--- src/include/blc_pkg.sv ---
// constants and types for the boost and led sink control register bank
// assumes a two-wire serial host and a single 20 MHz synchronous clock domain
//
// Overview of operation
// - Boost configuration bit 7 picks LED mode at 0, standalone mode at 1.
// - Control bit 5 gates the boost output, only while standalone mode is chosen.
// - Control bits 4 to 1 individually switch sinks LED5, LED4, LED3, LED2.
// - A grouped channel ignores its individual enable and follows the group enable.
// - Control bit 0 switches every grouped backlight channel on or off.
// - Configuration bit 6 at 0: boost biases and regulates headroom on all active channels.
// - Configuration bit 6 at 1: boost biases only active grouped backlight channels.
// - The bias target choice counts only in LED mode, ignored in standalone mode.
// - Configuration bit 5 switches the backlight fade in and out override.
// - LED2 current register bit 7 puts LED2 in the group or keeps it individual.
package blc_pkg;

  // ==========================================================
  // register offsets
  localparam logic [7:0] ADDR_LED_CTRL = 8'h26;
  localparam logic [7:0] ADDR_BOOST_CFG = 8'h27;
  localparam logic [7:0] ADDR_LED2_CUR = 8'h29;

  // ==========================================================
  // field positions
  localparam int CTRL_STANDALONE_ON = 5;
  localparam int CTRL_SINK_LSB = 1;
  localparam int CTRL_GROUP_ON = 0;
  localparam int CFG_MODE = 7;
  localparam int CFG_BIAS_TARGET = 6;
  localparam int CFG_FADE_OVR = 5;
  localparam int LED2_MEMBER = 7;

  // ==========================================================
  // writable bits and reset values
  localparam logic [7:0] LED_CTRL_MASK = 8'h3f;
  localparam logic [7:0] BOOST_CFG_MASK = 8'he0;
  localparam logic [7:0] LED2_CUR_MASK = 8'h80;
  localparam logic [7:0] LED_CTRL_RESET = 8'h00;
  localparam logic [7:0] BOOST_CFG_RESET = 8'h00;
  localparam logic [7:0] LED2_CUR_RESET = 8'h00;

  // ==========================================================
  // serial slave
  // value arbitrary
  localparam logic [6:0] DEV_ADDR = 7'h3c;
  localparam logic [3:0] BYTE_BITS = 4'h8;
  localparam int NUM_SINKS = 5;

  typedef enum logic [2:0] {
    ST_IDLE,
    ST_ADDR,
    ST_PTR,
    ST_WR,
    ST_ACK,
    ST_RD,
    ST_RACK
  } blc_i2c_state_t;

endpackage

--- src/include/blc_ctrl_if.sv ---
// control bits and derived sink and bias decisions between register file and router
// assumes both ends live in the same clock domain
`timescale 1ns/10ps

interface blc_ctrl_if;
  logic [7:0] ctrl;
  logic [7:0] cfg;
  logic [4:1] member;
  logic [4:0] sink_on;
  logic [4:0] bias_track;
  logic boost_run;

  modport regs (
    output ctrl,
    output cfg,
    output member,
    input sink_on,
    input bias_track,
    input boost_run
  );

  modport route (
    input ctrl,
    input cfg,
    input member,
    output sink_on,
    output bias_track,
    output boost_run
  );
endinterface

--- src/verilog/blc_sink_route.sv ---
// decides which sinks run and which ones the boost tracks
// assumes inputs come from registers; pure combinational
`timescale 1ns/10ps

module blc_sink_route
  import blc_pkg::*;
(
  blc_ctrl_if.route bus
);

  logic [4:0] on_w;
  logic [4:0] grouped_w;

  // ==========================================================
  // sink enables
  assign on_w[0] = bus.ctrl[CTRL_GROUP_ON];
  assign grouped_w[0] = 1'b1;

  genvar k;
  generate
    for (k = 1; k < NUM_SINKS; k++)
    begin : g_sink
      assign grouped_w[k] = bus.member[k];
      // grouped channel follows the group enable
      assign on_w[k] = bus.member[k] ? bus.ctrl[CTRL_GROUP_ON]
                                     : bus.ctrl[CTRL_SINK_LSB + k - 1];
    end
  endgenerate

  // ==========================================================
  // boost bias targets
  always_comb
  begin
    if (bus.cfg[CFG_MODE])
    begin
      bus.bias_track = 5'h00;
      bus.boost_run = bus.ctrl[CTRL_STANDALONE_ON];
    end
    else
    begin
      bus.bias_track = bus.cfg[CFG_BIAS_TARGET] ? (on_w & grouped_w)
                                                : on_w;
      bus.boost_run = |bus.bias_track;
    end
  end

  assign bus.sink_on = on_w;

endmodule // blc_sink_route

--- src/verilog/blc_regs_top.sv ---
// boost and led sink control registers behind a two-wire serial slave
// assumes scl and sda already synchronous to ref_clk_in; sda is open drain
`timescale 1ns/10ps

module blc_regs_top
  import blc_pkg::*;
(
  input wire logic ref_clk_in,
  input wire logic rst_in,
  input wire logic scl_in,
  input wire logic sda_in,
  input wire logic [2:0] upper_sinks_grouped_in,
  output logic sda_out,
  output logic sda_oe_out,
  output logic [4:0] sink_on_out,
  output logic [4:0] bias_track_out,
  output logic boost_run_out,
  output logic standalone_mode_out,
  output logic fade_override_out
);

  // ==========================================================
  // serial slave state
  blc_i2c_state_t st_reg, st_next;
  blc_i2c_state_t after_reg, after_next;
  logic [3:0] cnt_reg, cnt_next;
  logic [7:0] sh_reg, sh_next;
  logic [7:0] ptr_reg, ptr_next;
  logic oe_reg, oe_next;
  logic nack_reg, nack_next;
  logic scl_q_reg, scl_q_next;
  logic sda_q_reg, sda_q_next;
  logic [7:0] ctrl_reg, ctrl_next;
  logic [7:0] cfg_reg, cfg_next;
  logic [7:0] led2_reg, led2_next;

  logic scl_rise;
  logic scl_fall;
  logic start_seen;
  logic stop_seen;

  blc_ctrl_if bus ();

  // unmapped offsets read zero
  function automatic logic [7:0] reg_read(
    input logic [7:0] addr,
    input logic [7:0] ctrl,
    input logic [7:0] cfg,
    input logic [7:0] led2
  );
    case (addr)
      ADDR_LED_CTRL: reg_read = ctrl;
      ADDR_BOOST_CFG: reg_read = cfg;
      ADDR_LED2_CUR: reg_read = led2;
      default: reg_read = 8'h00;
    endcase
  endfunction

  assign scl_rise = scl_in & ~scl_q_reg;
  assign scl_fall = ~scl_in & scl_q_reg;
  assign start_seen = scl_in & scl_q_reg & sda_q_reg & ~sda_in;
  assign stop_seen = scl_in & scl_q_reg & ~sda_q_reg & sda_in;

  // ==========================================================
  // slave next state
  always_comb
  begin
    logic [7:0] rd_byte;
    rd_byte = reg_read(ptr_reg, ctrl_reg, cfg_reg, led2_reg);
    st_next = st_reg;
    after_next = after_reg;
    cnt_next = cnt_reg;
    sh_next = sh_reg;
    ptr_next = ptr_reg;
    oe_next = oe_reg;
    nack_next = nack_reg;
    scl_q_next = scl_in;
    sda_q_next = sda_in;
    ctrl_next = ctrl_reg;
    cfg_next = cfg_reg;
    led2_next = led2_reg;
    if (start_seen)
    begin
      st_next = ST_ADDR;
      cnt_next = 4'h0;
      oe_next = 1'b0;
    end
    else if (stop_seen)
    begin
      st_next = ST_IDLE;
      oe_next = 1'b0;
    end
    else
    begin
      case (st_reg)
        ST_ADDR, ST_PTR, ST_WR:
        begin
          if (scl_rise && cnt_reg != BYTE_BITS)
          begin
            sh_next = {sh_reg[6:0], sda_in};
            cnt_next = cnt_reg + 4'h1;
          end
          else if (scl_fall && cnt_reg == BYTE_BITS)
          begin
            cnt_next = 4'h0;
            st_next = ST_ACK;
            oe_next = 1'b1;
            case (st_reg)
              ST_ADDR:
              begin
                if (sh_reg[7:1] != DEV_ADDR)
                begin
                  st_next = ST_IDLE;
                  oe_next = 1'b0;
                end
                else
                begin
                  after_next = sh_reg[0] ? ST_RD : ST_PTR;
                end
              end
              ST_PTR:
              begin
                ptr_next = sh_reg;
                after_next = ST_WR;
              end
              default:
              begin
                // reserved bits masked off on write
                case (ptr_reg)
                  ADDR_LED_CTRL: ctrl_next = sh_reg & LED_CTRL_MASK;
                  ADDR_BOOST_CFG: cfg_next = sh_reg & BOOST_CFG_MASK;
                  ADDR_LED2_CUR: led2_next = sh_reg & LED2_CUR_MASK;
                  default: ctrl_next = ctrl_reg;
                endcase
                ptr_next = ptr_reg + 8'h01;
                after_next = ST_WR;
              end
            endcase
          end
        end
        ST_ACK:
        begin
          if (scl_fall)
          begin
            st_next = after_reg;
            oe_next = 1'b0;
            if (after_reg == ST_RD)
            begin
              oe_next = ~rd_byte[7];
              sh_next = {rd_byte[6:0], 1'b0};
              cnt_next = 4'h1;
              ptr_next = ptr_reg + 8'h01;
            end
          end
        end
        ST_RD:
        begin
          if (scl_fall)
          begin
            if (cnt_reg == BYTE_BITS)
            begin
              oe_next = 1'b0;
              cnt_next = 4'h0;
              st_next = ST_RACK;
            end
            else
            begin
              oe_next = ~sh_reg[7];
              sh_next = {sh_reg[6:0], 1'b0};
              cnt_next = cnt_reg + 4'h1;
            end
          end
        end
        ST_RACK:
        begin
          if (scl_rise)
          begin
            nack_next = sda_in;
          end
          else if (scl_fall)
          begin
            if (nack_reg)
            begin
              st_next = ST_IDLE;
            end
            else
            begin
              st_next = ST_RD;
              oe_next = ~rd_byte[7];
              sh_next = {rd_byte[6:0], 1'b0};
              cnt_next = 4'h1;
              ptr_next = ptr_reg + 8'h01;
            end
          end
        end
        default:
        begin
          st_next = ST_IDLE;
        end
      endcase
    end
  end

  always_ff @(posedge ref_clk_in)
  begin
    if (rst_in)
    begin
      st_reg <= ST_IDLE;
      after_reg <= ST_IDLE;
      cnt_reg <= 4'h0;
      sh_reg <= 8'h00;
      ptr_reg <= 8'h00;
      oe_reg <= 1'b0;
      nack_reg <= 1'b0;
      scl_q_reg <= 1'b1;
      sda_q_reg <= 1'b1;
      ctrl_reg <= LED_CTRL_RESET;
      cfg_reg <= BOOST_CFG_RESET;
      led2_reg <= LED2_CUR_RESET;
    end
    else
    begin
      st_reg <= st_next;
      after_reg <= after_next;
      cnt_reg <= cnt_next;
      sh_reg <= sh_next;
      ptr_reg <= ptr_next;
      oe_reg <= oe_next;
      nack_reg <= nack_next;
      scl_q_reg <= scl_q_next;
      sda_q_reg <= sda_q_next;
      ctrl_reg <= ctrl_next;
      cfg_reg <= cfg_next;
      led2_reg <= led2_next;
    end
  end

  // ==========================================================
  // routing of control bits
  assign bus.ctrl = ctrl_reg;
  assign bus.cfg = cfg_reg;
  assign bus.member = {upper_sinks_grouped_in, led2_reg[LED2_MEMBER]};

  blc_sink_route u_route (
    .bus(bus.route)
  );

  // ==========================================================
  // registered outputs
  logic [4:0] sink_on_reg, sink_on_next;
  logic [4:0] bias_reg, bias_next;
  logic boost_reg, boost_next;
  logic mode_reg, mode_next;
  logic fade_reg, fade_next;
  logic sda_drv_reg, sda_drv_next;

  always_comb
  begin
    sink_on_next = bus.sink_on;
    bias_next = bus.bias_track;
    boost_next = bus.boost_run;
    mode_next = cfg_reg[CFG_MODE];
    fade_next = cfg_reg[CFG_FADE_OVR];
    // open drain only ever pulls low
    sda_drv_next = 1'b0;
  end

  always_ff @(posedge ref_clk_in)
  begin
    if (rst_in)
    begin
      sink_on_reg <= 5'h00;
      bias_reg <= 5'h00;
      boost_reg <= 1'b0;
      mode_reg <= 1'b0;
      fade_reg <= 1'b0;
      sda_drv_reg <= 1'b0;
    end
    else
    begin
      sink_on_reg <= sink_on_next;
      bias_reg <= bias_next;
      boost_reg <= boost_next;
      mode_reg <= mode_next;
      fade_reg <= fade_next;
      sda_drv_reg <= sda_drv_next;
    end
  end

  assign sink_on_out = sink_on_reg;
  assign bias_track_out = bias_reg;
  assign boost_run_out = boost_reg;
  assign standalone_mode_out = mode_reg;
  assign fade_override_out = fade_reg;
  assign sda_out = sda_drv_reg;
  assign sda_oe_out = oe_reg;

  // ==========================================================
  // checks
  mode_follow_a: assert property (@(posedge ref_clk_in) disable iff (rst_in)
    standalone_mode_out == $past(cfg_reg[CFG_MODE]))
    else $error("mode output does not follow boost config bit 7");

  boost_gate_a: assert property (@(posedge ref_clk_in) disable iff (rst_in)
    cfg_reg[CFG_MODE] |=> boost_run_out == $past(ctrl_reg[CTRL_STANDALONE_ON]))
    else $error("standalone boost output not gated by its enable");

  sink_single_a: assert property (@(posedge ref_clk_in) disable iff (rst_in)
    (!upper_sinks_grouped_in[0] && ctrl_reg[CTRL_SINK_LSB + 1])
    |=> sink_on_out[2])
    else $error("individual sink 3 not switched on");

  group_follow_a: assert property (@(posedge ref_clk_in) disable iff (rst_in)
    led2_reg[LED2_MEMBER] |=> sink_on_out[1] == $past(ctrl_reg[CTRL_GROUP_ON]))
    else $error("grouped sink 2 does not follow group enable");

  group_on_a: assert property (@(posedge ref_clk_in) disable iff (rst_in)
    $rose(ctrl_reg[CTRL_GROUP_ON]) |=> sink_on_out[0] ##1 sink_on_out[0] == ctrl_reg[0])
    else $error("grouped backlight enable not applied");

  bias_all_a: assert property (@(posedge ref_clk_in) disable iff (rst_in)
    (!cfg_reg[CFG_MODE] && !cfg_reg[CFG_BIAS_TARGET]) |=> bias_track_out == sink_on_out)
    else $error("boost does not track every active sink");

  bias_group_a: assert property (@(posedge ref_clk_in) disable iff (rst_in)
    (!cfg_reg[CFG_MODE] && cfg_reg[CFG_BIAS_TARGET] && !led2_reg[LED2_MEMBER])
    |=> !bias_track_out[1] && bias_track_out[0] == sink_on_out[0])
    else $error("boost tracks a sink outside the group");

  bias_standalone_a: assert property (@(posedge ref_clk_in) disable iff (rst_in)
    cfg_reg[CFG_MODE] |=> bias_track_out == 5'h00)
    else $error("bias target used in standalone mode");

  fade_follow_a: assert property (@(posedge ref_clk_in) disable iff (rst_in)
    $changed(cfg_reg[CFG_FADE_OVR]) |=> fade_override_out == $past(cfg_reg[CFG_FADE_OVR]))
    else $error("fade override output lags its bit");

  member_sel_a: assert property (@(posedge ref_clk_in) disable iff (rst_in)
    (!led2_reg[LED2_MEMBER]) |=> sink_on_out[1] == $past(ctrl_reg[CTRL_SINK_LSB]))
    else $error("individual sink 2 ignores its own enable");

  reserved_zero_a: assert property (@(posedge ref_clk_in) disable iff (rst_in)
    ((ctrl_reg & ~LED_CTRL_MASK) == 8'h00) && ((cfg_reg & ~BOOST_CFG_MASK) == 8'h00)
    && ((led2_reg & ~LED2_CUR_MASK) == 8'h00))
    else $error("reserved register bit set");

endmodule // blc_regs_top

--- config.mk ---
export PLATFORM = sky130hd
export DESIGN_NAME = blc_regs_top
export DESIGN_NICKNAME = d
export VERILOG_FILES = /design/src/include/blc_pkg.sv /design/src/include/blc_ctrl_if.sv /design/src/verilog/blc_sink_route.sv /design/src/verilog/blc_regs_top.sv
export SDC_FILE = /design/constraint.sdc
export NUM_CORES = 1
export LEC_CHECK = 0
export BUFFER_PORTS_ARGS = -buffer_cell sky130_fd_sc_hd__buf_2
export CORE_MARGIN = 10
export CORE_UTILIZATION = 32
export CTS_CLUSTER_SIZE = 12
export DETAILED_ROUTE_END_ITERATION = 8
export HOLD_SLACK_MARGIN = 0.02
export PLACE_DENSITY_LB_ADDON = 0.15
export SLEW_MARGIN = 20
export SYNTH_ARGS = -nofsm -noshare
export SYNTH_HDL_FRONTEND = slang
export SYNTH_SLANG_ARGS = --single-unit
--- constraint.sdc ---
create_clock -name ref_clk_in -period 3.1 [get_ports ref_clk_in]
set_input_delay 0.31 -clock ref_clk_in [delete_from_list [all_inputs] [get_ports ref_clk_in]]
set_output_delay 0.31 -clock ref_clk_in [all_outputs]
set_load 0.05 [all_outputs]
==> summary.txt <==
Synthesis
  • Post-synthesis compound-gate area fraction: 27.7%
  • Synth cell types: 53
  • Synth Instances: 336
  • Main combinational cell family by area after synthesis: compound AO/OA/AOI/OAI gates
  • Post-synth top area cell: dfxtp_1
  • Post-Synth Adder-Cell Area: 2.31%
  • Leading post-synthesis cells by cell area: dfxtp_1 39%, a21oi_1 6.3%, nand2_1 5.0%
  • Syn_nets: 348
  • Post-Syn Area: 2710 µm²
  • Yosys reg bits: 53
  • Asr flop ratio synth: 0%
  • Ys Warns: 0
  • Syn Area/Cell: 8.08 µm²
  • Simple-gate area share of the yosys netlist: 24.1%
  • Sequential area share after synthesis: 39.1%
  • Post-synth top flop: dfxtp_1
  • Synth Area in XOR/XNOR: 0.323%
  • Synth top cells by count: 53 x dfxtp_1, 36 x nand2_1, 34 x a21oi_1, 31 x nor2_1, 22 x o21ai_0
  • Synth top area share: 39.1%
  • Post-synth EDFFs: 0
  • Mux contribution to synthesized area: 0.738%
  • Top-count cell post-synth: dfxtp_1

Clocking
  • # hold bufs at CTS: 0
  • H-tree depth: 2
  • Number of buffers created by CTS: 5
  • Resized cells post-CTS: 0
  • CTS max path bufs: 2
  • Setup Buffers After CTS: 0
  • Clk sinks: 53
  • CTS tree: done
  • Clock-pin slew on the worst setup and hold paths: 0.11 ns
  • Clk root buf: clkbuf_8
  • Clock Latency Late Sink: 0.32 ns

Flow run
  • Max-Cap Viols: 0

Critical path
  • Largest delay share family, worst path: simple AND/OR/NAND/NOR gates
  • Critical Path Max Stage Delay: 0.68 ns
  • CP Data Arrival Time: 2.47 ns
  • Crit Path Max Fanout: 17
  • WP depth: 5
  • Worst r2r src: st_reg[0]
  • Setup crit end: after_reg[0]
  • FF-to-FF setup slack: 0.86 ns
  • Depth of the most critical reg-to-reg path: 5
  • R2R Path End: after_reg[0]
  • Launch point of the worst path: st_reg[0]
  • CP Class: flip-flop to flip-flop
  • CP Data Required Time: 3.34 ns
  • CP Capture Type: flip-flop
  • Worst Path Buf+Inv: 1
  • CP max-delay cell: dfxtp_1
  • Critical-path cell list: nor3b_1 -> o41a_1 -> nor4_1 -> buf_4 -> a311oi_1
  • Type of origin of the critical path: flip-flop

Layout
  • N_diodes: 0
  • Register Area: 1060 µm²
  • Layout cells sized above 1: 12.3%
  • Layout Utilization: 36.7%
  • Fill cells: 881
  • Finished Layout Cells: 456
  • Final net count: 362
  • Area delta synth->final: 11.1%
  • Area of the multi-input gates: 1500 µm²

Placement
  • Place WS: 0.926 ns
  • Placed cell count: 448
  • Buffers on Ports: 20
  • Gpl congestion: 0.867
  • Final HPWL from detailed placement: 5.15 mm

Worst hold path
  • Worst hold path class: input port to flip-flop

STA
  • Worst-Margin Slew: 0.711 ns
  • Worst rel slew slack: 51.9%
  • Final min period: 2.24 ns
  • Unrepaired setup endpoints after global routing: no
  • Final TNS setup: 0 ns
  • Final Hold Viols: 0
  • Worst Slack Setup Final: 0.865 ns
  • Final worst-path cycle share: 72.1%
  • Fmax: 0.447 GHz
  • Final Setup Violations: 0
  • Final number of max-transition violations: 0
  • Clock Skews: 0.00639 ns

Power
  • Worst vdd ir: 0.248 mV
  • Leak: 1.10 nW
  • Power Density: 664 nW/µm²
  • Pwr Total: 2.00 mW

Detailed routing
  • Drt drc: 0
  • Vias: 2,491
  • Initial DRC Count: 142
  • Pre-antenna DRT Iters: 5
  • Final ANT Viol Nets: 0
  • Vias per Instance: 5.46
  • Final WL: 7.25 mm
  • Wire per inst: 15.9 µm

Die
  • Cell Rows: 33
  • Die height: 112 µm
  • I/O pins: 22
  • Initial Util: 33.0%
  • Die Area: 12,600 µm²
  • Die width: 112 µm
  • CORE AREA: 8220 µm²

Global route
  • Grt ovf: 0
  • Vias in the first global route: 2,348
  • Largest net degree at the start of global routing: 46
  • Aggregate global-route resource usage: 11.3%
  • Initial antenna violation count: 0
  • First-pass GRT wire length: 12.1 mm

Run status
  • Outcome: finished clean
==> where the power goes <==
group          total [mW]  internal, mW  switching [mW]
Combinational       0.574         0.234           0.340
Clock               0.504         0.243           0.261
Sequential          0.922         0.757           0.166
==> layout by cell type (no fill, tap or decap), types with 3 or more instances in the layout <==
cell      instances
nor3_1            9
nor2b_1          10
o32ai_1           3
dfxtp_1          53
a32oi_1           3
nand2b_1         10
o21ai_0          22
nand2_1          36
buf_4             7
a211oi_2          4
buf_2            20
clkbuf_8          5
ha_1              5
nand3_1           7
inv_1            15
a211oi_1          7
nor3b_1           5
a311oi_1          3
o211ai_1          4
nor2_1           31
a22oi_1           6
and3_1            5
a21oi_1          34
and2_1            3
a32o_1            4
==> layer usage <==
| metal | up-vias | track usage, % | share of wire (%) |
|---|---|---|---|
| li1 | 1240 | - | - |
| met1 | 1184 | 15.4 | 51 |
| met2 | 58 | 17.3 | 43 |
| met3 | 9 | 2.45 | 4.4 |
| met4 | 0 | 3.81 | 1.4 |
| met5 | - | 0 | 0 |
==> cell type report <==
cell class                      instances  share of cell area, %
Multi-Input combinational cell        248                   49.8
Clock inverter                          3                   1.45
Sequential cell                        53                   35.2
Tap cell                              105                   4.36
Clock buffer                            5                   2.28
Inverter                               15                   1.87
Timing Repair Buffer                   27                   5.06
==> how the worst min path moves through the flow <==
stage,to,start,cells past startpoint,slack [ns]
6_report,scl_q_reg,scl_in,2,0.22
5_1_grt,scl_q_reg,scl_in,2,0.21
4_1_cts,scl_q_reg,scl_in,2,0.21
3_5_place_dp,fade_override_out,bus.cfg[5],1,0.48
3_3_place_gp,fade_override_out,bus.cfg[5],1,0.48
2_1_floorplan,scl_q_reg,scl_in,1,0.42
==> through the flow <==
stage / instance area [µm²] / hold slack [ns]
final: 3010 / 0.220
after global routing: 3010 / 0.215
after CTS: 3010 / 0.212
after detailed placement: 2900 / 0.479
after global placement: 2900 / 0.482
after floorplan: 2710 / 0.417
==> cells by family (layout without fill, tap and decap cells) <==
family / count (synthesis) / in the layout
simple gates: 131 / 131
compound gates: 108 / 108
flops: 53 / 53
buf+inv: 35 / 50
fa+ha+maj: 5 / 5
mux: 2 / 2
other cells: 1 / 1
xor+xnor: 1 / 1
(Power assumes the default switching activity.)
